===== src/rtl/csm_pkg.sv =====
package csm_pkg;
  // ************************************************************
  // Frame and field layout
  // ************************************************************
  localparam int CSM_WORD_W = 16;
  localparam int CSM_NUM_IN = 8;
  localparam logic [4:0] CSM_BIT_CNT_RST = 5'h00;
  localparam logic [4:0] CSM_BIT_CNT_FULL = 5'h10;
  // Command word fields
  localparam int CSM_CMD_MASK_LSB = 0;
  localparam int CSM_CMD_POL_LO = 8;
  localparam int CSM_CMD_POL_HI = 9;
  localparam int CSM_CMD_DOD = 10;
  localparam int CSM_CMD_WEN = 11;
  localparam int CSM_CMD_HYST_EN = 12;
  localparam int CSM_CMD_SCAN_LSB = 13;
  // Status word fields
  localparam int CSM_STS_SW_LSB = 0;
  localparam int CSM_STS_TEMP = 8;
  // Reset values: all inputs enabled, direct mode on inputs 0/1, ground type
  localparam logic [15:0] CSM_CMD_RST = 16'h0000;
  localparam logic [7:0] CSM_SW_RST = 8'h00;
  localparam logic [2:0] CSM_SCAN_PER_RST = 3'h0;
  // ************************************************************
  // Timing
  // ************************************************************
  localparam int CSM_CLK_MHZ = 200;
  localparam int CSM_DEB_US = 5000;
  localparam int CSM_DEB_CYC = CSM_DEB_US * CSM_CLK_MHZ;
  localparam int CSM_SCAN_PULSE_US = 250;
  localparam int CSM_SCAN_PULSE_CYC = CSM_SCAN_PULSE_US * CSM_CLK_MHZ;
  localparam int CSM_SCAN_BASE_US = 1000;
  localparam int CSM_SCAN_BASE_CYC = CSM_SCAN_BASE_US * CSM_CLK_MHZ;
  typedef enum logic [1:0] {CSM_NORMAL, CSM_SCAN, CSM_SHUTDOWN} csm_mode_t;
endpackage


===== src/rtl/csm_sync.sv =====
`timescale 1ns/1ps
// Two-flop synchroniser for a vector of pins
module csm_sync #(
  parameter int W = 1
) (
  input wire logic sys_clk,
  input wire logic rst_n,
  input wire logic [W-1:0] d,
  output logic [W-1:0] q
);
  logic [W-1:0] meta;
  // First stage only feeds the second
  always_ff @(posedge sys_clk) begin
    if (!rst_n) begin
      meta <= '0;
      q <= '0;
    end else begin
      meta <= d;
      q <= meta;
    end
  end
endmodule


===== src/rtl/csm_top.sv =====
`timescale 1ns/1ps
// Operation
// - Command word is latched only when chip select rises after a frame of at least sixteen clocks
// - SDO shifts next bit on each serial clock rising edge after the first while selected
// - SDO output enable is off whenever chip select is high
// - SDI sampled on serial clock falling edges while selected
// - Interrupt pulled low on debounced change of an enabled input
// - Overtemp output pulled low when thermal warning is present
// - Direct outputs follow inputs 0/1 only with direct mode and normal mode
// - Three modes: normal, scan and shutdown; monitoring in normal and during scan pulses
// - Scan mode connects sense resistors only for a short pulse per period
// - Shutdown leaves all inputs unconnected, no sense resistors
// - Each input has its own status bit in the status word
// - Per-input interrupt mask bits written through the command word
// - After reset every input is enabled for interrupts
// - Inputs 0-3 ground type; 4-7 pairwise selectable ground or battery
// - Reset: inputs 2-7 ground type, inputs 0/1 direct inputs
// - Ground type pulled up, battery type pulled down
// - Direct mode disconnects sense on inputs 0/1; the shared wetting enable is unaffected
// - Direct inputs never update status nor raise interrupts
// - One shared debounce, hysteresis and wetting setting for all inputs
// - Serial port reads status and writes masks, enables, polarity, period
// - Interrupt released when chip select falls
// - Mask bit clear enables the input, set masks it
// - Both words are sixteen bits, most significant bit first
// - Status and interrupt change only after the new state holds stable
module csm_top
  import csm_pkg::*;
(
  input wire logic sys_clk,
  input wire logic rst_n,
  input wire logic spi_cs_n,
  input wire logic spi_clk,
  input wire logic spi_sdi,
  output logic spi_sdo,
  output logic spi_sdo_oe,
  input wire logic [7:0] switch_input,
  input wire logic shutdown_n,
  input wire logic thermal_warn,
  output logic change_irq_n_o,
  output logic change_irq_n_oe,
  output logic overtemp_warn_n_o,
  output logic overtemp_warn_n_oe,
  output logic direct_level_out_0,
  output logic direct_level_out_1,
  output logic direct_out_oe,
  output logic [7:0] sense_enable,
  output logic [7:0] pull_up_sel,
  output logic wetting_enable,
  output logic hyst_enable
);
  // ************************************************************
  // Input synchronisation
  // ************************************************************
  logic [11:0] sync_q;
  // Idle-high pins enter inverted, so the all-zero synchroniser reset
  // reads as deselected and running and no false edge follows reset
  wire [11:0] pin_raw = {~shutdown_n, spi_sdi, spi_clk, ~spi_cs_n, switch_input};
  csm_sync #(.W(12)) u_sync (
    .sys_clk(sys_clk),
    .rst_n(rst_n),
    .d(pin_raw),
    .q(sync_q)
  );
  wire [7:0] in_s = sync_q[7:0];
  wire cs_s = !sync_q[8];
  wire sck_s = sync_q[9];
  wire sdi_s = sync_q[10];
  wire shdn_n_s = !sync_q[11];
  logic temp_s;
  logic temp_meta;
  // Thermal flag has its own pair of flops
  always_ff @(posedge sys_clk) begin
    if (!rst_n) begin
      temp_meta <= 1'b0;
      temp_s <= 1'b0;
    end else begin
      temp_meta <= thermal_warn;
      temp_s <= temp_meta;
    end
  end

  // ************************************************************
  // Serial port
  // ************************************************************
  logic cs_d;
  logic sck_d;
  logic [15:0] shift_in;
  logic [15:0] shift_out;
  logic [15:0] cmd;
  logic [4:0] bit_cnt;
  logic [7:0] sw_state;
  wire cs_fall = cs_d && !cs_s;
  wire cs_rise = !cs_d && cs_s;
  wire sck_rise = !cs_s && sck_s && !sck_d;
  wire sck_fall = !cs_s && !sck_s && sck_d;
  wire [15:0] status_word = {7'h00, temp_s, sw_state};
  // Edge history of chip select and serial clock
  always_ff @(posedge sys_clk) begin
    if (!rst_n) begin
      cs_d <= 1'b1;
      sck_d <= 1'b0;
    end else begin
      cs_d <= cs_s;
      sck_d <= sck_s;
    end
  end
  // Shift in on falling edge, MSB first
  always_ff @(posedge sys_clk) begin
    if (!rst_n) begin
      shift_in <= 16'h0000;
      bit_cnt <= CSM_BIT_CNT_RST;
    end else if (cs_fall) begin
      bit_cnt <= CSM_BIT_CNT_RST;
    end else if (sck_fall) begin
      shift_in <= {shift_in[14:0], sdi_s};
      if (bit_cnt != CSM_BIT_CNT_FULL) begin
        bit_cnt <= bit_cnt + 5'h01;
      end
    end
  end
  // Status loaded at frame start; next bit on each rising edge after the first
  always_ff @(posedge sys_clk) begin
    if (!rst_n) begin
      shift_out <= 16'h0000;
    end else if (cs_fall) begin
      shift_out <= status_word;
    end else if (sck_rise && bit_cnt != 5'h00) begin
      shift_out <= {shift_out[14:0], 1'b0};
    end
  end
  // Command takes effect on chip select rising, full words only
  always_ff @(posedge sys_clk) begin
    if (!rst_n) begin
      cmd <= CSM_CMD_RST;
    end else if (cs_rise && bit_cnt == CSM_BIT_CNT_FULL) begin
      cmd <= shift_in;
    end
  end
  // SDO from flops; released while deselected
  always_ff @(posedge sys_clk) begin
    if (!rst_n) begin
      spi_sdo <= 1'b0;
      spi_sdo_oe <= 1'b0;
    end else begin
      spi_sdo <= shift_out[15];
      spi_sdo_oe <= !cs_s;
    end
  end

  // ************************************************************
  // Command decode
  // ************************************************************
  wire [7:0] mask = cmd[CSM_CMD_MASK_LSB +: 8];
  wire pol_lo = cmd[CSM_CMD_POL_LO];
  wire pol_hi = cmd[CSM_CMD_POL_HI];
  wire direct_dis = cmd[CSM_CMD_DOD];
  wire [2:0] scan_per = cmd[CSM_CMD_SCAN_LSB +: 3];
  // Battery type inputs pull down, all others pull up
  wire [7:0] batt_type = {pol_hi, pol_hi, pol_lo, pol_lo, 4'h0};
  wire direct_mode = !direct_dis;
  wire [7:0] direct_msk = {6'h00, direct_mode, direct_mode};

  // ************************************************************
  // Mode control
  // ************************************************************
  csm_mode_t mode;
  csm_mode_t next_mode;
  logic [31:0] scan_cnt;
  logic scan_pulse;
  logic deb_busy;
  wire [31:0] scan_len = CSM_SCAN_BASE_CYC * (32'(scan_per) + 32'h1);
  // Shutdown pin wins; nonzero scan period selects scan mode unless a debounce is running
  always_comb begin
    case (mode)
      CSM_SHUTDOWN: next_mode = shdn_n_s ? CSM_NORMAL : CSM_SHUTDOWN;
      CSM_NORMAL: next_mode = (scan_per != CSM_SCAN_PER_RST && !deb_busy) ?
                              CSM_SCAN : CSM_NORMAL;
      CSM_SCAN: next_mode = (scan_per == CSM_SCAN_PER_RST || deb_busy) ?
                            CSM_NORMAL : CSM_SCAN;
      default: next_mode = CSM_NORMAL;
    endcase
    if (!shdn_n_s) begin
      next_mode = CSM_SHUTDOWN;
    end
  end
  // Mode register
  always_ff @(posedge sys_clk) begin
    if (!rst_n) begin
      mode <= CSM_NORMAL;
    end else begin
      mode <= next_mode;
    end
  end
  // Scan period timer; sensing only during the pulse
  always_ff @(posedge sys_clk) begin
    if (!rst_n || mode != CSM_SCAN) begin
      scan_cnt <= 32'h0;
      scan_pulse <= 1'b1;
    end else begin
      scan_cnt <= (scan_cnt >= scan_len - 32'h1) ? 32'h0 : scan_cnt + 32'h1;
      scan_pulse <= scan_cnt < 32'(CSM_SCAN_PULSE_CYC);
    end
  end
  wire sensing = (mode == CSM_NORMAL) || (mode == CSM_SCAN && scan_pulse);

  // ************************************************************
  // Shared debounce, status and interrupt
  // ************************************************************
  logic [31:0] deb_cnt;
  logic [7:0] cand;
  logic irq;
  wire [7:0] monitored = ~direct_msk;
  wire [7:0] diff = (in_s ^ sw_state) & monitored;
  wire [7:0] irq_hit = diff & ~mask;
  // Direct inputs may toggle fast; they must not restart the shared timer
  wire cand_moved = ((in_s ^ cand) & monitored) != 8'h00;
  // One timer for all inputs; restarts whenever the candidate changes
  always_ff @(posedge sys_clk) begin
    if (!rst_n) begin
      deb_cnt <= 32'h0;
      cand <= CSM_SW_RST;
      deb_busy <= 1'b0;
    end else if (!sensing || diff == 8'h00) begin
      deb_cnt <= 32'h0;
      deb_busy <= 1'b0;
      cand <= in_s;
    end else if (cand_moved) begin
      deb_cnt <= 32'h0;
      cand <= in_s;
      deb_busy <= 1'b1;
    end else if (deb_cnt < 32'(CSM_DEB_CYC)) begin
      deb_cnt <= deb_cnt + 32'h1;
      deb_busy <= 1'b1;
    end
  end
  wire deb_done = deb_busy && deb_cnt == 32'(CSM_DEB_CYC) && !cand_moved;
  // Status update after stable debounce time
  always_ff @(posedge sys_clk) begin
    if (!rst_n) begin
      sw_state <= CSM_SW_RST;
    end else if (deb_done) begin
      sw_state <= (sw_state & ~monitored) | (in_s & monitored);
    end
  end
  // Change set wins over clear by chip select fall
  always_ff @(posedge sys_clk) begin
    if (!rst_n) begin
      irq <= 1'b0;
    end else if (deb_done && irq_hit != 8'h00) begin
      irq <= 1'b1;
    end else if (cs_fall) begin
      irq <= 1'b0;
    end
  end
  logic temp_latch;
  // Overtemp warning held until a frame starts
  always_ff @(posedge sys_clk) begin
    if (!rst_n) begin
      temp_latch <= 1'b0;
    end else if (temp_s && !temp_latch && !cs_fall) begin
      temp_latch <= 1'b1;
    end else if (cs_fall) begin
      temp_latch <= 1'b0;
    end
  end

  // ************************************************************
  // Pin outputs
  // ************************************************************
  // Every pin from a flop, so no decode glitch reaches the board
  always_ff @(posedge sys_clk) begin
    if (!rst_n) begin
      change_irq_n_o <= 1'b0;
      change_irq_n_oe <= 1'b0;
      overtemp_warn_n_o <= 1'b0;
      overtemp_warn_n_oe <= 1'b0;
      direct_level_out_0 <= 1'b0;
      direct_level_out_1 <= 1'b0;
      direct_out_oe <= 1'b0;
      sense_enable <= 8'h00;
      pull_up_sel <= 8'hFF;
      wetting_enable <= 1'b0;
      hyst_enable <= 1'b0;
    end else begin
      change_irq_n_oe <= irq;
      overtemp_warn_n_oe <= temp_latch;
      direct_level_out_0 <= in_s[0];
      direct_level_out_1 <= in_s[1];
      direct_out_oe <= direct_mode && mode == CSM_NORMAL;
      sense_enable <= sensing ? monitored : 8'h00;
      pull_up_sel <= ~batt_type;
      wetting_enable <= cmd[CSM_CMD_WEN] && sensing && !temp_s;
      hyst_enable <= !cmd[CSM_CMD_HYST_EN] && mode == CSM_NORMAL;
    end
  end
endmodule


===== config.mk =====
export PLATFORM = sky130hd
export DESIGN_NAME = csm_top
export DESIGN_NICKNAME = d
export VERILOG_FILES = /design/src/rtl/csm_pkg.sv /design/src/rtl/csm_sync.sv /design/src/rtl/csm_top.sv
export SDC_FILE = /design/constraint.sdc
export NUM_CORES = 1
export LEC_CHECK = 0
export ABC_AREA = 0
export BUFFER_PORTS_ARGS = -buffer_cell sky130_fd_sc_hd__buf_4
export CAP_MARGIN = 5
export CELL_PAD_IN_SITES_DETAIL_PLACEMENT = 1
export CELL_PAD_IN_SITES_GLOBAL_PLACEMENT = 1
export CORE_AREA = 2 2 110 154
export CTS_BUF_LIST = sky130_fd_sc_hd__clkbuf_16
export DETAILED_ROUTE_END_ITERATION = 7
export DIE_AREA = 0 0 112 156
export PLACE_DENSITY_LB_ADDON = 0.1
export SYNTH_ARGS = -nofsm -noshare
export SYNTH_HDL_FRONTEND = slang
export SYNTH_SLANG_ARGS = --single-unit

===== constraint.sdc =====
create_clock -name sys_clk -period 10.9 [get_ports sys_clk]
set_input_delay 0.545 -clock sys_clk [delete_from_list [all_inputs] [get_ports sys_clk]]
set_output_delay 0.545 -clock sys_clk [all_outputs]
set_load 0.01 [all_outputs]

* Word level (Yosys, flattened, before mapping)
Cells that the tools add are included.
** Word-level totals
- Register bits after elaboration :: 192
- Bits in latches :: 0
- Memory bits (writable) :: 0
- ROM bits :: 0
- Output and inout bits :: 27
- Word-level logic and storage cells :: 131
- Memories kept :: 0
** Cells by class
- Add/subtract/negate cells :: 5
- Multipliers :: 1
- Divide/modulo/power cells :: 0
- $lt $le $gt $ge :: 3
- Equality and inequality tests :: 5
- Shift-type cells :: 0
- Multiplexer cells :: 13
- Bitwise logic cells :: 16
- Reduce and logical (&&, ||, !) cells :: 56
** Operators with widths (number)
- 32-bit by 1-bit adder with 32-bit output, second input constant :: 2
- 8-bit AND :: 5
- 32-bit by 20-bit == test with 1-bit output, second input constant :: 1
- 32-bit greater-or-equal comparator :: 1
- 32-bit by 16-bit less-than comparator with 1-bit output, second input constant :: 1
- 32-bit by 20-bit less-than comparator with 1-bit output, second input constant :: 1
- 8-bit NOT :: 3
- 22-bit by 1-bit subtractor with 23-bit output, second input constant :: 1
- 1-bit logical AND :: 19
- 9-bit 2-to-1 mux :: 2
- 12-bit by 4-bit multiplier with 16-bit output, first input constant :: 1
- 8-bit 2-to-1 mux :: 2
- 8-bit nonzero test :: 2
- 8-bit bitwise XOR :: 2
- 1-bit logical NOT :: 13
- 2-bit nonzero test :: 5
- 8-bit logical NOT :: 1
- 2-bit NOT with 8-bit output :: 1
- 8-bit bitwise OR :: 1
- 2-bit OR reduction :: 4
- 1-bit 2-to-1 mux :: 7
- 2-bit AND reduction :: 3
- 5-bit by 1-bit adder with 5-bit output, second input constant :: 1
- 5-bit == test, second input constant :: 1
- 13 further kinds :: 19

* Logic depth before layout (Yosys ltp)
Gate-level depths: netlist of the first run.
- Depth after elaboration :: 8
- Gate-level depth with buffers :: 23

* By module
From an unflattened synthesis of the first run, not the netlist that was laid out.
** Second synthesis, totals
- Cells, all modules :: 874
- Area total of the unflattened synthesis :: 8170.3 um2
** By module, submodules not included
- csm_top :: times used 1, cells an instance 824, area each 7494.7 um2, sequential area each 3123.0 um2
- csm_sync :: times used 1, cells an instance 50, area each 675.6 um2, sequential area each 480.5 um2

* Least setup slack after synthesis of the first run
OpenSTA, ideal clock, no wires.
- Path type :: flip-flop to flip-flop
- From :: register cmd[13]
- To :: register scan_cnt[7]
- Library setup time :: 0.065 ns
- Arrival :: 5.408 ns
- Required time :: 10.835 ns
- Setup slack :: 5.427 ns
- Cell stages (with the launch flop) :: 24
- Path buffers :: 2
- Period minus slack after synthesis :: 5.473 ns
- Cells stage by stage :: dfxtp_1 buf_2 inv_1 ha_1 ha_1 xor2_1 xnor2_1 ha_1 a21oi_1 a2bb2oi_1 o31a_1 o311ai_0 nand2_1 or4_4 or3_1 ha_1 nand2_1 nand4b_1 a2111oi_0 o21ai_0 nor4_1 a21oi_1 clkbuf_1 nor2_1
** On the way
- Longest elaborated chain between the ends :: 5
** Ends and longest elaborated chain
- start, declared :: line csm_top.sv:90 : logic [15:0] cmd;
- start signal, assigned :: line csm_top.sv:137 : cmd <= shift_in;
- 3-bit by 1-bit adder with 4-bit output :: line csm_top.sv:172 : wire [31:0] scan_len = CSM_SCAN_BASE_CYC * (32'(scan_per) + 32'h1);
- 12-bit by 4-bit multiplier with 16-bit output :: line csm_top.sv:172
- 22-bit by 1-bit subtractor with 23-bit output :: line csm_top.sv:201 : scan_cnt <= (scan_cnt >= scan_len - 32'h1) ? 32'h0 : scan_cnt + 32'h1;
- 32-bit greater-or-equal comparator :: line csm_top.sv:201
- 2-bit OR reduction (no source line)
- end signal, assigned :: line csm_top.sv:201
- end, declared :: line csm_top.sv:169 : logic [31:0] scan_cnt;
No other way between the ends.
A chain may end at the register's enable or synchronous reset.

* Worst setup path after layout of the first run
- From :: register cmd[13]
- To :: register scan_cnt[9]
The elaborated chain is that of the path after synthesis.

==> results of run 1 <==
stage by stage:
step / power [W] / cells / utilization, % / hold slack (ps)
floorplan: 0.000715 / 868 / - / 358
global placement: 0.000725 / 1063 / 52.3 / 364
detailed placement: 0.000727 / 1063 / 52.3 / 374
CTS: 0.00131 / 1095 / 55.9 / 250
global route: 0.00134 / 1095 / 55.9 / 250
finish: 0.00129 / 1095 / 55.9 / 268
power breakdown:
group	switching (W)	leakage [nW]	internal, W
clock network	0.000282	0.277	0.000302
logic	0.0000199	1.93	0.0000183
registers	0.00000626	1.46	0.000666
total	0.000308	3.67	0.000987
kinds of logic (layout without fill, tap and decap cells):
logic type                 count (synthesis)  in the layout  synth area share [%]
DFF                                      180            180                  44.6
other                                      2              6                0.0930
muxes                                     42             42                  5.20
buffers and inverters                     59             87                  3.41
and+or+nand+nor                          370            370                  23.4
xor gates and xnor gates                  91             91                  9.96
adders and majority gates                 40             40                  6.19
AOI/OAI and AO/OA                         80             80                  7.17
layer usage:
layer | share of wire (%) | wire length [µm] | vias to the layer above
met3 | 2.2 | 393 | 26
li1 | - | - | 2952
met2 | 55 | 9930 | 64
met4 | 2.1 | 372 | 0
met5 | 0 | 0 | -
met1 | 41 | 7350 | 2880
worst reg2reg max path: stages, from the launching register on:
cell	delay [ps]
dfxtp_1	590
inv_1	320
ha_1	480
ha_1	260
xor2_1	160
xnor2_1	420
ha_1	280
a21oi_1	70
a2bb2oi_1	160
o31a_1	340
o311ai_0	210
nand2_1	190
or4_4	580
or3_1	400
ha_1	320
nand2_1	90
nand4b_1	130
a2111oi_0	500
o21ai_0	230
nor4_1	360
a21oi_2	90
buf_4	250
nor2_1	170
worst min-delay path by stage:
stage / cells after the start / slack [ps] / to
floorplan: 1 / 360 / pull_up_sel[5]
global placement: 1 / 360 / pull_up_sel[5]
detailed placement: 1 / 370 / pull_up_sel[5]
CTS: 2 / 250 / u_sync.meta[11]
global route: 2 / 250 / u_sync.meta[11]
finish: 2 / 270 / u_sync.meta[11]
layout by cell type, fill, tap and decap left out, types with 3 or more instances in the layout:
cell,n
nand4_1,18
and3_1,12
buf_4,39
clkbuf_16,17
mux2i_1,42
and4_1,5
conb_1,6
a21o_1,5
o21a_1,3
ha_1,40
inv_6,4
nor2_1,92
nor3_1,12
a2111oi_0,3
inv_8,3
a21boi_0,17
a31oi_1,5
inv_1,16
or2_2,6
nand2_1,81
nand3_1,24
and2_1,53
o211a_1,8
nor4_1,14
xor2_1,44
a21oi_1,9
dfxtp_1,180
nor4b_1,3
a211oi_1,3
o21ai_0,10
xnor2_1,46
nor2b_1,32
final cells by class:
type                       instances  area [µm²]
clock buffer                      17         425
multi-input combinational        629        4220
timing repair buffer              39         293
sequential                       180        3600
fill                            1839        7110
tap                              199         249
clock inverter                    15         140
inverter                          16        60.1
state kept, by name (all words and copies together), names as in the netlist, 2 cells and up, named ones only:
| signal | flops |
|---|---|
| cand | 8 |
| cmd | 16 |
| shift_out | 16 |
| scan_cnt | 32 |
| u_sync.meta | 12 |
| shift_in | 16 |
| sense_enable | 2 |
| mode | 2 |
| u_sync.q | 12 |
| bit_cnt | 5 |
| pull_up_sel | 2 |
| sw_state | 6 |
| deb_cnt | 32 |
==> results.rst, run 1 <==
.. list-table::
   :header-rows: 1

   * - Metric
     - Value
   * - Number of port buffers
     - 35
   * - CTS Buffer Depth
     - 2
   * - Worst VDD drop
     - 0.127 mV
   * - Type of the setup path with the least slack
     - flop to flop
   * - Number of antenna violations at the first check in global routing
     - 0
   * - Setup repair after global routing missed its margin
     - false
   * - Die boundary height
     - 156 µm
   * - Maximum clock rate
     - 0.150 GHz
   * - Clock insertion delay at the later pin of the skew report
     - 430 ps
   * - Top area cells in the synthesized netlist
     - dfxtp_1 (45%), ha_1 (6.2%), mux2i_1 (5.2%)
   * - Clock tree from TritonCTS
     - done
   * - Pre-CTS WS
     - 4290 ps
   * - Maximum number of pins on one net before global-route repair
     - 98
   * - Worst hold path type
     - input port to flop
   * - Chain of cells forming the critical path
     - inv_1 > ha_1 > ha_1 > xor2_1 > xnor2_1 > ha_1 > a21oi_1 > a2bb2oi_1 > o31a_1 > o311ai_0 > nand2_1 > or4_4 > or3_1 > ha_1 > nand2_1 > nand4b_1 > a2111oi_0 > o21ai_0 > nor4_1 > a21oi_2 > buf_4 > nor2_1
   * - GP Congestion
     - 0.861
   * - Pre-Repair DR Iteration Count
     - 4
   * - CTS clock-pin slew for the worst setup and hold paths
     - 70 ps
   * - Vias
     - 5922
   * - Via count of the first global-routing pass
     - 6279
   * - Slack of the worst reg-to-reg path
     - 4220 ps
   * - Worst setup slack after layout
     - 4220 ps
   * - Post-route clock period utilization
     - 61.3%
   * - Synth cell count leaders
     - dfxtp_1 (180), nor2_1 (92), nand2_1 (81)
   * - Most numerous cell on the critical path
     - ha_1
   * - Most Used Layer, Global Route
     - met2
   * - Number of resized instances in the post-cts repair step
     - 0
   * - Crit path largest cell delay
     - 590 ps
   * - Number of H-tree branching levels
     - 4
   * - Average cell area after synthesis
     - 9.35 µm²
   * - Register-to-Register Path Depth
     - 22
   * - Die width
     - 112 µm
   * - Worst Clk Skew
     - 13.4 ps
   * - Remaining antenna violation count
     - 0
   * - Count of endpoints failing setup in the final report
     - 0
   * - Total track usage
     - 21.5%
   * - Cell accounting for the most synthesized area
     - dfxtp_1
   * - Fin. max-slew vios
     - 0
   * - Half-perimeter wire length after placement
     - 13.2 mm
   * - Setup TNS after final layout
     - 0 ps
   * - Cell with the largest stage delay on the worst path
     - dfxtp_1
   * - Nets
     - 938
   * - Kind of cell adding the most delay to the critical path
     - simple AND/OR/NAND/NOR gates
   * - Clock sink count
     - 180
   * - Actual transition at the worst max-transition pin
     - 1010 ps
   * - Worst endpoint data arrival time
     - 7030 ps
   * - Post-synthesis instance area
     - 0.00808 mm²
   * - Met1 layer usage reported by global route
     - 23.3%
   * - FF+latch count, synth
     - 180
   * - Most instantiated flip-flop cell in the synthesis netlist
     - dfxtp_1
   * - Count of buffers added by post-CTS timing repair for setup
     - 0
   * - Capture point of the worst reg-to-reg path
     - scan_cnt[9]
   * - Critical path origin
     - cmd[13]
   * - Post-route minimum period
     - 6680 ps
   * - Overall die area
     - 0.0175 mm²
   * - Initial DRC count
     - 205
   * - Share of Yosys cell area claimed by the top area cell type
     - 44.6%
   * - Run status
     - finished, final reports clean
   * - Top-count cell post-synth
     - dfxtp_1
   * - Nature of the critical path startpoint
     - flop
   * - Kind of capture point of the worst setup path
     - flop
   * - Launching point of the worst reg2reg path
     - cmd[13]
   * - Layout area overhead
     - 11.3%
   * - Number of cells produced by synthesis
     - 864
   * - Count of flip-flops with a built-in enable after synthesis
     - 0
   * - Total core area
     - 0.0161 mm²
   * - Overflow after GRT
     - 0
   * - GR met3 Demand/Resource
     - 3.96%
   * - Remaining design rule violation count
     - 0
   * - Total cell area at the placement stage
     - 0.00843 mm²
   * - # diodes
     - 0
   * - Standard-cell row count
     - 55
   * - Number of distinct standard cells referenced by the synthesized netlist
     - 57
   * - Worst relative slew slack
     - 32.4%
   * - Final routed wire length divided by cell count
     - 16.5 µm
   * - Initial cell density of the core
     - 50.2%
   * - Design Area, Final
     - 0.00899 mm²
   * - Cell area power density
     - 144 mW/mm²
   * - Leakage power total
     - 3.67 nW
   * - Worst hold path startpoint
     - shutdown_n
   * - Maximum Capacitance Violations
     - 0
   * - Total I/O pin count
     - 42
   * - Sequential element share of the synthesized area
     - 44.6%
   * - Final wirelength
     - 18.0 mm
   * - Max Fanout on Critical Path
     - 32
   * - Yosys warning total
     - 0
   * - Clock root buffer
     - clkbuf_16
   * - Post-synth ARST share
     - 0%
   * - Vias per Instance
     - 5.41
   * - Critical path capture point
     - scan_cnt[9]
   * - Number of hold-repair buffers added at the cts stage
     - 0
   * - Num CTS Buffers
     - 17
   * - Buf+Inv Stages, Crit Path
     - 2
   * - Logic depth of the worst path, buffers included
     - 22
   * - Wire length of the first global-routing pass
     - 30.4 mm
   * - CP required
     - 11260 ps
   * - Ratio of cells with drive above 1 in the final layout
     - 9.04%
   * - Total count of hold-check failures in the final report
     - 0
   * - Global routing met2 resource utilization
     - 41.3%
Power figures use the tool's default switching activity.
==> run 2: changes to the inputs <==
--- a/config.mk
+++ b/config.mk
@@ -10,10 +10,10 @@
 export CAP_MARGIN = 5
 export CELL_PAD_IN_SITES_DETAIL_PLACEMENT = 1
 export CELL_PAD_IN_SITES_GLOBAL_PLACEMENT = 1
-export CORE_AREA = 2 2 110 154
+export CORE_AREA = 2 2 113 159
 export CTS_BUF_LIST = sky130_fd_sc_hd__clkbuf_16
 export DETAILED_ROUTE_END_ITERATION = 7
-export DIE_AREA = 0 0 112 156
+export DIE_AREA = 0 0 115 161
 export PLACE_DENSITY_LB_ADDON = 0.1
 export SYNTH_ARGS = -nofsm -noshare
 export SYNTH_HDL_FRONTEND = slang
==> constraint.sdc (replaced) <==
create_clock -name sys_clk -period 6.2 [get_ports sys_clk]
set_input_delay 0.31 -clock sys_clk [delete_from_list [all_inputs] [get_ports sys_clk]]
set_output_delay 0.31 -clock sys_clk [all_outputs]
set_load 0.01 [all_outputs]
==> run 2 against run 1 <==
  * Setup slack lost 3800 ps
  * Via count shrank 0.14%
  * Register-to-register slack lost 3800 ps
==> results.rst, run 2 (synthesis results as in run 1) <==
.. list-table::
   :header-rows: 1

   * - Metric
     - Value
   * - Via count of the first global-routing pass
     - 6312
   * - Nets
     - 942
   * - Vias
     - 5914
   * - Filler Cell Count
     - 1945
   * - Number of antenna violations at the first check in global routing
     - 0
   * - Wire length of the first global-routing pass
     - 30.1 mm
   * - Count of endpoints failing setup in the final report
     - 0
   * - Standard-cell row count
     - 57
   * - Final standard cell utilization of the core
     - 53.4%
   * - Most frequent cells in the layout
     - dfxtp_1 (180), nor2_1 (92), nand2_1 (81)
   * - Die boundary height
     - 161 µm
   * - Run status
     - finished, final reports clean
   * - Total I/O pin count
     - 42
   * - Post-route minimum period
     - 5750 ps
   * - Leakage power total
     - 3.73 nW
   * - Number of port buffers
     - 35
   * - Kind of capture point of the worst setup path
     - flop
   * - Switching share of power
     - 24.5%
   * - Hold path cells
     - 2
   * - Maximum Capacitance Violations
     - 0
   * - Total count of hold-check failures in the final report
     - 0
   * - Worst VDD drop
     - 0.196 mV
   * - Clock sink count
     - 180
   * - Clock root buffer
     - clkbuf_16
   * - Register-to-Register Path Depth
     - 21
   * - Remaining design rule violation count
     - 0
   * - CP required
     - 6560 ps
   * - CTS clock-pin slew for the worst setup and hold paths
     - 70 ps
   * - Pre-Repair DR Iteration Count
     - 4
   * - Num CTS Buffers
     - 17
   * - Clock group share of total power
     - 46.0%
   * - Number of H-tree branching levels
     - 4
   * - Power after layout
     - 0.00231 W
   * - Final wirelength
     - 18.0 mm
   * - Worst endpoint data arrival time
     - 6110 ps
   * - Registers with the highest flip-flop counts
     - deb_cnt (32), scan_cnt (32)
   * - Total core area
     - 0.0171 mm²
   * - Net Switching
     - 0.000567 W
   * - Sequential Area
     - 0.00360 mm²
   * - GP Congestion
     - 0.824
   * - Worst hold path type
     - input port to flop
   * - Maximum number of pins on one net before global-route repair
     - 98
   * - Remaining antenna violation count
     - 0
   * - # diodes
     - 0
   * - Cell area power density
     - 253 mW/mm²
   * - Initial DRC count
     - 198
   * - Power share of the combinational group
     - 2.9%
   * - Type of the setup path with the least slack
     - flop to flop
   * - Vias per Instance
     - 5.35
   * - Share of power burned in registers
     - 51.1%
   * - P_int
     - 0.00174 W
   * - Post-route clock period utilization
     - 92.8%
   * - Actual transition at the worst max-transition pin
     - 1110 ps
   * - CTS Buffer Depth
     - 2
   * - Area of combinational cells with multiple inputs
     - 0.00431 mm²
   * - Nature of the critical path startpoint
     - flop
   * - Total track usage
     - 20.3%
   * - Worst relative slew slack
     - 25.6%
   * - Die width
     - 115 µm
   * - Clock insertion delay at the later pin of the skew report
     - 440 ps
   * - Ratio of cells with drive above 1 in the final layout
     - 10.8%
   * - Worst Clk Skew
     - 14.7 ps
   * - Overall die area
     - 0.0185 mm²
   * - Final routed wire length divided by cell count
     - 16.3 µm
   * - Maximum clock rate
     - 0.174 GHz
   * - Clock tree from TritonCTS
     - done
   * - Max Fanout on Critical Path
     - 32
   * - Half-perimeter wire length after placement
     - 13.2 mm
   * - Overflow after GRT
     - 0
   * - Fin. max-slew vios
     - 0
   * - Commonest non-fill, non-tap cell in the layout
     - dfxtp_1
   * - Initial cell density of the core
     - 47.2%
   * - Layout area overhead
     - 13.2%
## run 2: cell count changes in the layout (fill, tap and decap cells not counted), moves of 2 or more
cell     before  now
xnor2_2       0    2
ha_2          0    2
nor4_1       14   12
buf_4        39   43
ha_1         40   37
xnor2_1      46   44
## run 2: layout make-up
type                       count  share of cell area (%)
clock buffer                  17                    4.65
timing repair buffer          43                    3.53
clock inverter                15                    1.75
inverter                      16                   0.698
tap                          206                    2.82
sequential                   180                    39.4
multi-input combinational    629                    47.2
## run 2: timing repair
action | 4_1_cts | 5_1_grt
setup buffers | 0 | 2
endpoints found under the setup margin | 0 | 32
hold buffers | 0 | 0
resized for setup | 0 | 17
## run 2: final timing paths
path                                from        endpoint  slack [ps]
worst min-delay path            spi_cs_n  u_sync.meta[8]          20
worst max-delay path             cmd[13]    scan_cnt[23]         450
worst min register to register    cmd[8]  pull_up_sel[5]         380
worst max register to register   cmd[13]    scan_cnt[23]         450
## run 2: power by group through the flow
| stage | clock (W) | sequential (W) | combinational [W] |
|---|---|---|---|
| floorplan | 0 | 0.00121 | 0.0000502 |
| global placement | 0 | 0.00121 | 0.0000653 |
| detailed placement | 0 | 0.00121 | 0.0000677 |
| CTS | 0.00109 | 0.00118 | 0.0000680 |
| global route | 0.00114 | 0.00118 | 0.0000747 |
| finish | 0.00106 | 0.00118 | 0.0000663 |
## run 2: layer usage
| layer | global-route usage (%) | vias to the layer above | wire length [µm] |
|---|---|---|---|
| met3 | 3.45 | 33 | 311 |
| met1 | 22.0 | 2869 | 7430 |
| met4 | 7.61 | 0 | 359 |
| met2 | 38.3 | 53 | 9900 |
| met5 | 0 | - | 0 |
| li1 | - | 2959 | - |
## run 2: per-stage QoR
| step | setup slack, ps | instance area, µm² | std cells | setup TNS, ps | hold WS (ps) |
|---|---|---|---|---|---|
| CTS | 61.3 | 9040 | 1104 | 0 | 6.63 |
| floorplan | 727 | 8090 | 868 | 0 | 358 |
| global route | -8.20 | 9150 | 1106 | -8.20 | 20.2 |
| global placement | 355 | 8450 | 1072 | 0 | 368 |
| detailed placement | 115 | 8450 | 1072 | 0 | 376 |
| finish | 446 | 9150 | 1106 | 0 | 23.2 |
## run 2: critical path, cell delays in order (launching register included)
cell       delay [ps]
dfxtp_1           380
buf_4             200
ha_2              260
xor2_4            270
ha_1              290
ha_2              360
ha_1              350
a31oi_1           190
o31ai_1           120
a211oi_1          330
nor2_1            160
or4_4             550
or3_1             400
ha_1              310
nand2_1            80
nand4b_1          110
a2111oi_0         390
o21ai_0           210
nor4_2            210
a21oi_2            80
buf_4             240
nor2_1            160
==> run 3: changes to the inputs <==
--- a/config.mk
+++ b/config.mk
@@ -5,15 +5,15 @@
 export SDC_FILE = /design/constraint.sdc
 export NUM_CORES = 1
 export LEC_CHECK = 0
-export ABC_AREA = 0
+export ABC_AREA = 1
 export BUFFER_PORTS_ARGS = -buffer_cell sky130_fd_sc_hd__buf_4
 export CAP_MARGIN = 5
-export CELL_PAD_IN_SITES_DETAIL_PLACEMENT = 1
+export CELL_PAD_IN_SITES_DETAIL_PLACEMENT = 0
 export CELL_PAD_IN_SITES_GLOBAL_PLACEMENT = 1
-export CORE_AREA = 2 2 113 159
+export CORE_AREA = 2 2 121 170
 export CTS_BUF_LIST = sky130_fd_sc_hd__clkbuf_16
 export DETAILED_ROUTE_END_ITERATION = 7
-export DIE_AREA = 0 0 115 161
+export DIE_AREA = 0 0 123 172
 export PLACE_DENSITY_LB_ADDON = 0.1
 export SYNTH_ARGS = -nofsm -noshare
 export SYNTH_HDL_FRONTEND = slang
==> run 3 against run 2 <==
  * Die area is 14% higher
  * Sequential share of layout area fell by 2.2 points
  * Fmax rose by 8.1%
  * Via count grew 20%
==> results.rst, run 3 <==
.. list-table::
   :header-rows: 1

   * - Metric
     - Value
   * - Run status
     - finished, final reports clean
   * - Power share of the combinational group
     - 3.3%
   * - Half-perimeter wire length after placement
     - 13.8 mm
   * - Number of hold-repair buffers added at the cts stage
     - 0
   * - Most frequent cells in the layout
     - nand2_1 (210), nor2_1 (181), dfxtp_1 (180)
   * - Synth cell count leaders
     - nand2_1 (210), nor2_1 (181), dfxtp_1 (180)
   * - Final wirelength
     - 18.6 mm
   * - Initial DRC count
     - 252
   * - Fin. max-slew vios
     - 0
   * - Remaining antenna violation count
     - 0
   * - Die width
     - 123 µm
   * - Maximum number of pins on one net before global-route repair
     - 84
   * - Total count of hold-check failures in the final report
     - 0
   * - Main combinational cell family by area after synthesis
     - simple AND/OR/NAND/NOR gates
   * - Maximum Capacitance Violations
     - 0
   * - Switching share of power
     - 24.2%
   * - XOR/XNOR Fraction of Synth Area
     - 4.64%
   * - Total core area
     - 0.0197 mm²
   * - Total I/O pin count
     - 42
   * - Worst setup slack after layout
     - 879 ps
   * - Ratio of cells with drive above 1 in the final layout
     - 9.11%
   * - # diodes
     - 0
   * - CTS clock-pin slew for the worst setup and hold paths
     - 70 ps
   * - Synth Area in Simple Gates
     - 28.6%
   * - Remaining design rule violation count
     - 0
   * - Sequential element share of the synthesized area
     - 41.5%
   * - Vias
     - 7068
   * - Clock tree from TritonCTS
     - done
   * - Pre-Repair DR Iteration Count
     - 5
   * - Overall die area
     - 0.0212 mm²
   * - FF+latch count, synth
     - 180
   * - Die boundary height
     - 172 µm
   * - Post-synth ARST share
     - 0%
   * - Share of synthesized area spent on multiplexers
     - 0%
   * - Number of distinct standard cells referenced by the synthesized netlist
     - 47
   * - Layout area overhead
     - 11.5%
   * - Worst hold path type
     - input port to flop
   * - Clock sink count
     - 180
   * - Type of the setup path with the least slack
     - flop to flop
   * - Worst Clk Skew
     - 10.7 ps
   * - Worst endpoint data arrival time
     - 5670 ps
   * - Hold WS
     - 28.5 ps
   * - Post-route minimum period
     - 5320 ps
   * - Average cell area after synthesis
     - 7.41 µm²
   * - Actual transition at the worst max-transition pin
     - 816 ps
   * - Number of cells produced by synthesis
     - 1172
   * - Cell area power density
     - 242 mW/mm²
   * - Final standard cell utilization of the core
     - 49.2%
   * - Commonest non-fill, non-tap cell in the layout
     - nand2_1
   * - Count of flip-flops with a built-in enable after synthesis
     - 0
   * - Share of the synthesized area in compound gates (AO/OA/AOI/OAI)
     - 9.74%
   * - Vias per Instance
     - 4.84
   * - Share of Yosys cell area claimed by the top area cell type
     - 41.5%
   * - Standard-cell row count
     - 61
   * - Max Fanout on Critical Path
     - 21
   * - Clock group share of total power
     - 46.2%
   * - Yosys warning total
     - 0
   * - Setup repair after global routing missed its margin
     - false
   * - Worst VDD drop
     - 0.183 mV
   * - Net Switching
     - 0.000567 W
   * - Top-count cell post-synth
     - nand2_1
   * - Slack of the worst reg-to-reg path
     - 880 ps
   * - Clock insertion delay at the later pin of the skew report
     - 430 ps
   * - Overflow after GRT
     - 0
   * - Num CTS Buffers
     - 17
   * - GP Congestion
     - 0.861
   * - Most instantiated flip-flop cell in the synthesis netlist
     - dfxtp_1
   * - CTS Buffer Depth
     - 2
   * - Post-route clock period utilization
     - 85.8%
   * - Leakage power total
     - 4.31 nW
   * - Clock root buffer
     - clkbuf_16
   * - Nets
     - 1249
   * - Number of antenna violations at the first check in global routing
     - 0
   * - Count of buffers added by post-CTS timing repair for setup
     - 0
   * - Share of power burned in registers
     - 50.5%
   * - Fraction of the mapped netlist area in adder cells
     - 5.76%
   * - Post-synthesis instance area
     - 0.00869 mm²
   * - Setup TNS after final layout
     - 0 ps
   * - Power after layout
     - 0.00234 W
   * - Initial cell density of the core
     - 44.1%
   * - Nature of the critical path startpoint
     - flop
   * - Number of H-tree branching levels
     - 4
   * - Kind of capture point of the worst setup path
     - flop
   * - Crit path largest cell delay
     - 550 ps
   * - P_int
     - 0.00177 W
   * - Number of port buffers
     - 35
   * - Maximum clock rate
     - 0.188 GHz
   * - Cell accounting for the most synthesized area
     - dfxtp_1
   * - Most numerous cell on the critical path
     - nand2_1
   * - Wire length of the first global-routing pass
     - 31.6 mm
   * - Registers with the highest flip-flop counts
     - deb_cnt (32), scan_cnt (32)
   * - Number of resized instances in the post-cts repair step
     - 0
   * - Via count of the first global-routing pass
     - 6775
   * - Total track usage
     - 18.6%
   * - CP required
     - 6550 ps
   * - Cell with the largest stage delay on the worst path
     - dfxtp_1
   * - Pre-CTS WS
     - 906 ps
   * - Final routed wire length divided by cell count
     - 12.8 µm
   * - Worst relative slew slack
     - 45.5%
   * - Top area cells in the synthesized netlist
     - dfxtp_1 (41%), nand2_1 (9.1%), nor2_1 (7.8%)
   * - Count of endpoints failing setup in the final report
     - 0
## run 3: path summary, 6_finish.rpt
check	endpoint	depth (start not counted)	from
setup reg to reg	scan_cnt[12]	26	cmd[13]
hold reg to reg	pull_up_sel[6]	1	cmd[9]
setup / recovery	scan_cnt[12]	26	cmd[13]
hold / removal	u_sync.meta[8]	2	spi_cs_n
## run 3: cell families (layout without fill, tap and decap cells)
| group | after synthesis | in the layout |
|---|---|---|
| compound gates | 150 | 150 |
| xor+xnor | 46 | 46 |
| fa+ha+maj | 40 | 40 |
| buf+inv | 208 | 239 |
| flops | 180 | 180 |
| other cells | 2 | 6 |
| simple gates | 546 | 546 |
## run 3: layout make-up
type                       instances  area [µm²]
clock inverter                    15         166
clock buffer                      17         425
fill                            1992       10000
multi-input combinational        788        4250
sequential                       180        3600
inverter                         169         634
tap                              252         315
timing repair buffer              38         285
## run 3: power by group through the flow
stage,clock (W),sequential [W],combinational (W)
floorplan,0,0.00121,0.0000568
global placement,0,0.00121,0.0000774
detailed placement,0,0.00121,0.0000778
CTS,0.00111,0.00118,0.0000778
global route,0.00115,0.00118,0.0000887
finish,0.00108,0.00118,0.0000761
## run 3: per-stage QoR
stage,std cells,cell area [µm²]
after floorplan,1176,8700
after global placement,1427,9090
after detailed placement,1427,9090
after CTS,1459,9680
after global routing,1459,9680
final,1459,9680
## run 3: critical path, delay by kind of cell, from the launching register on
| kind | cells | cell delay (ps) |
|---|---|---|
| adder cells (fa/ha/maj) | 4 | 1340 |
| AND/OR/NAND/NOR | 16 | 2170 |
| buffers and inverters | 3 | 750 |
| flip-flops | 1 | 550 |
| AO/OA/AOI/OAI | 3 | 410 |
## run 3: layer usage
layer  vias up  share of wire [%]  track usage (%)
met5         -                  0                0
met4         0                1.7             5.98
met3        22                2.2             3.07
met2        77                 51             34.3
met1      3202                 45             21.6
li1       3767                  -                -
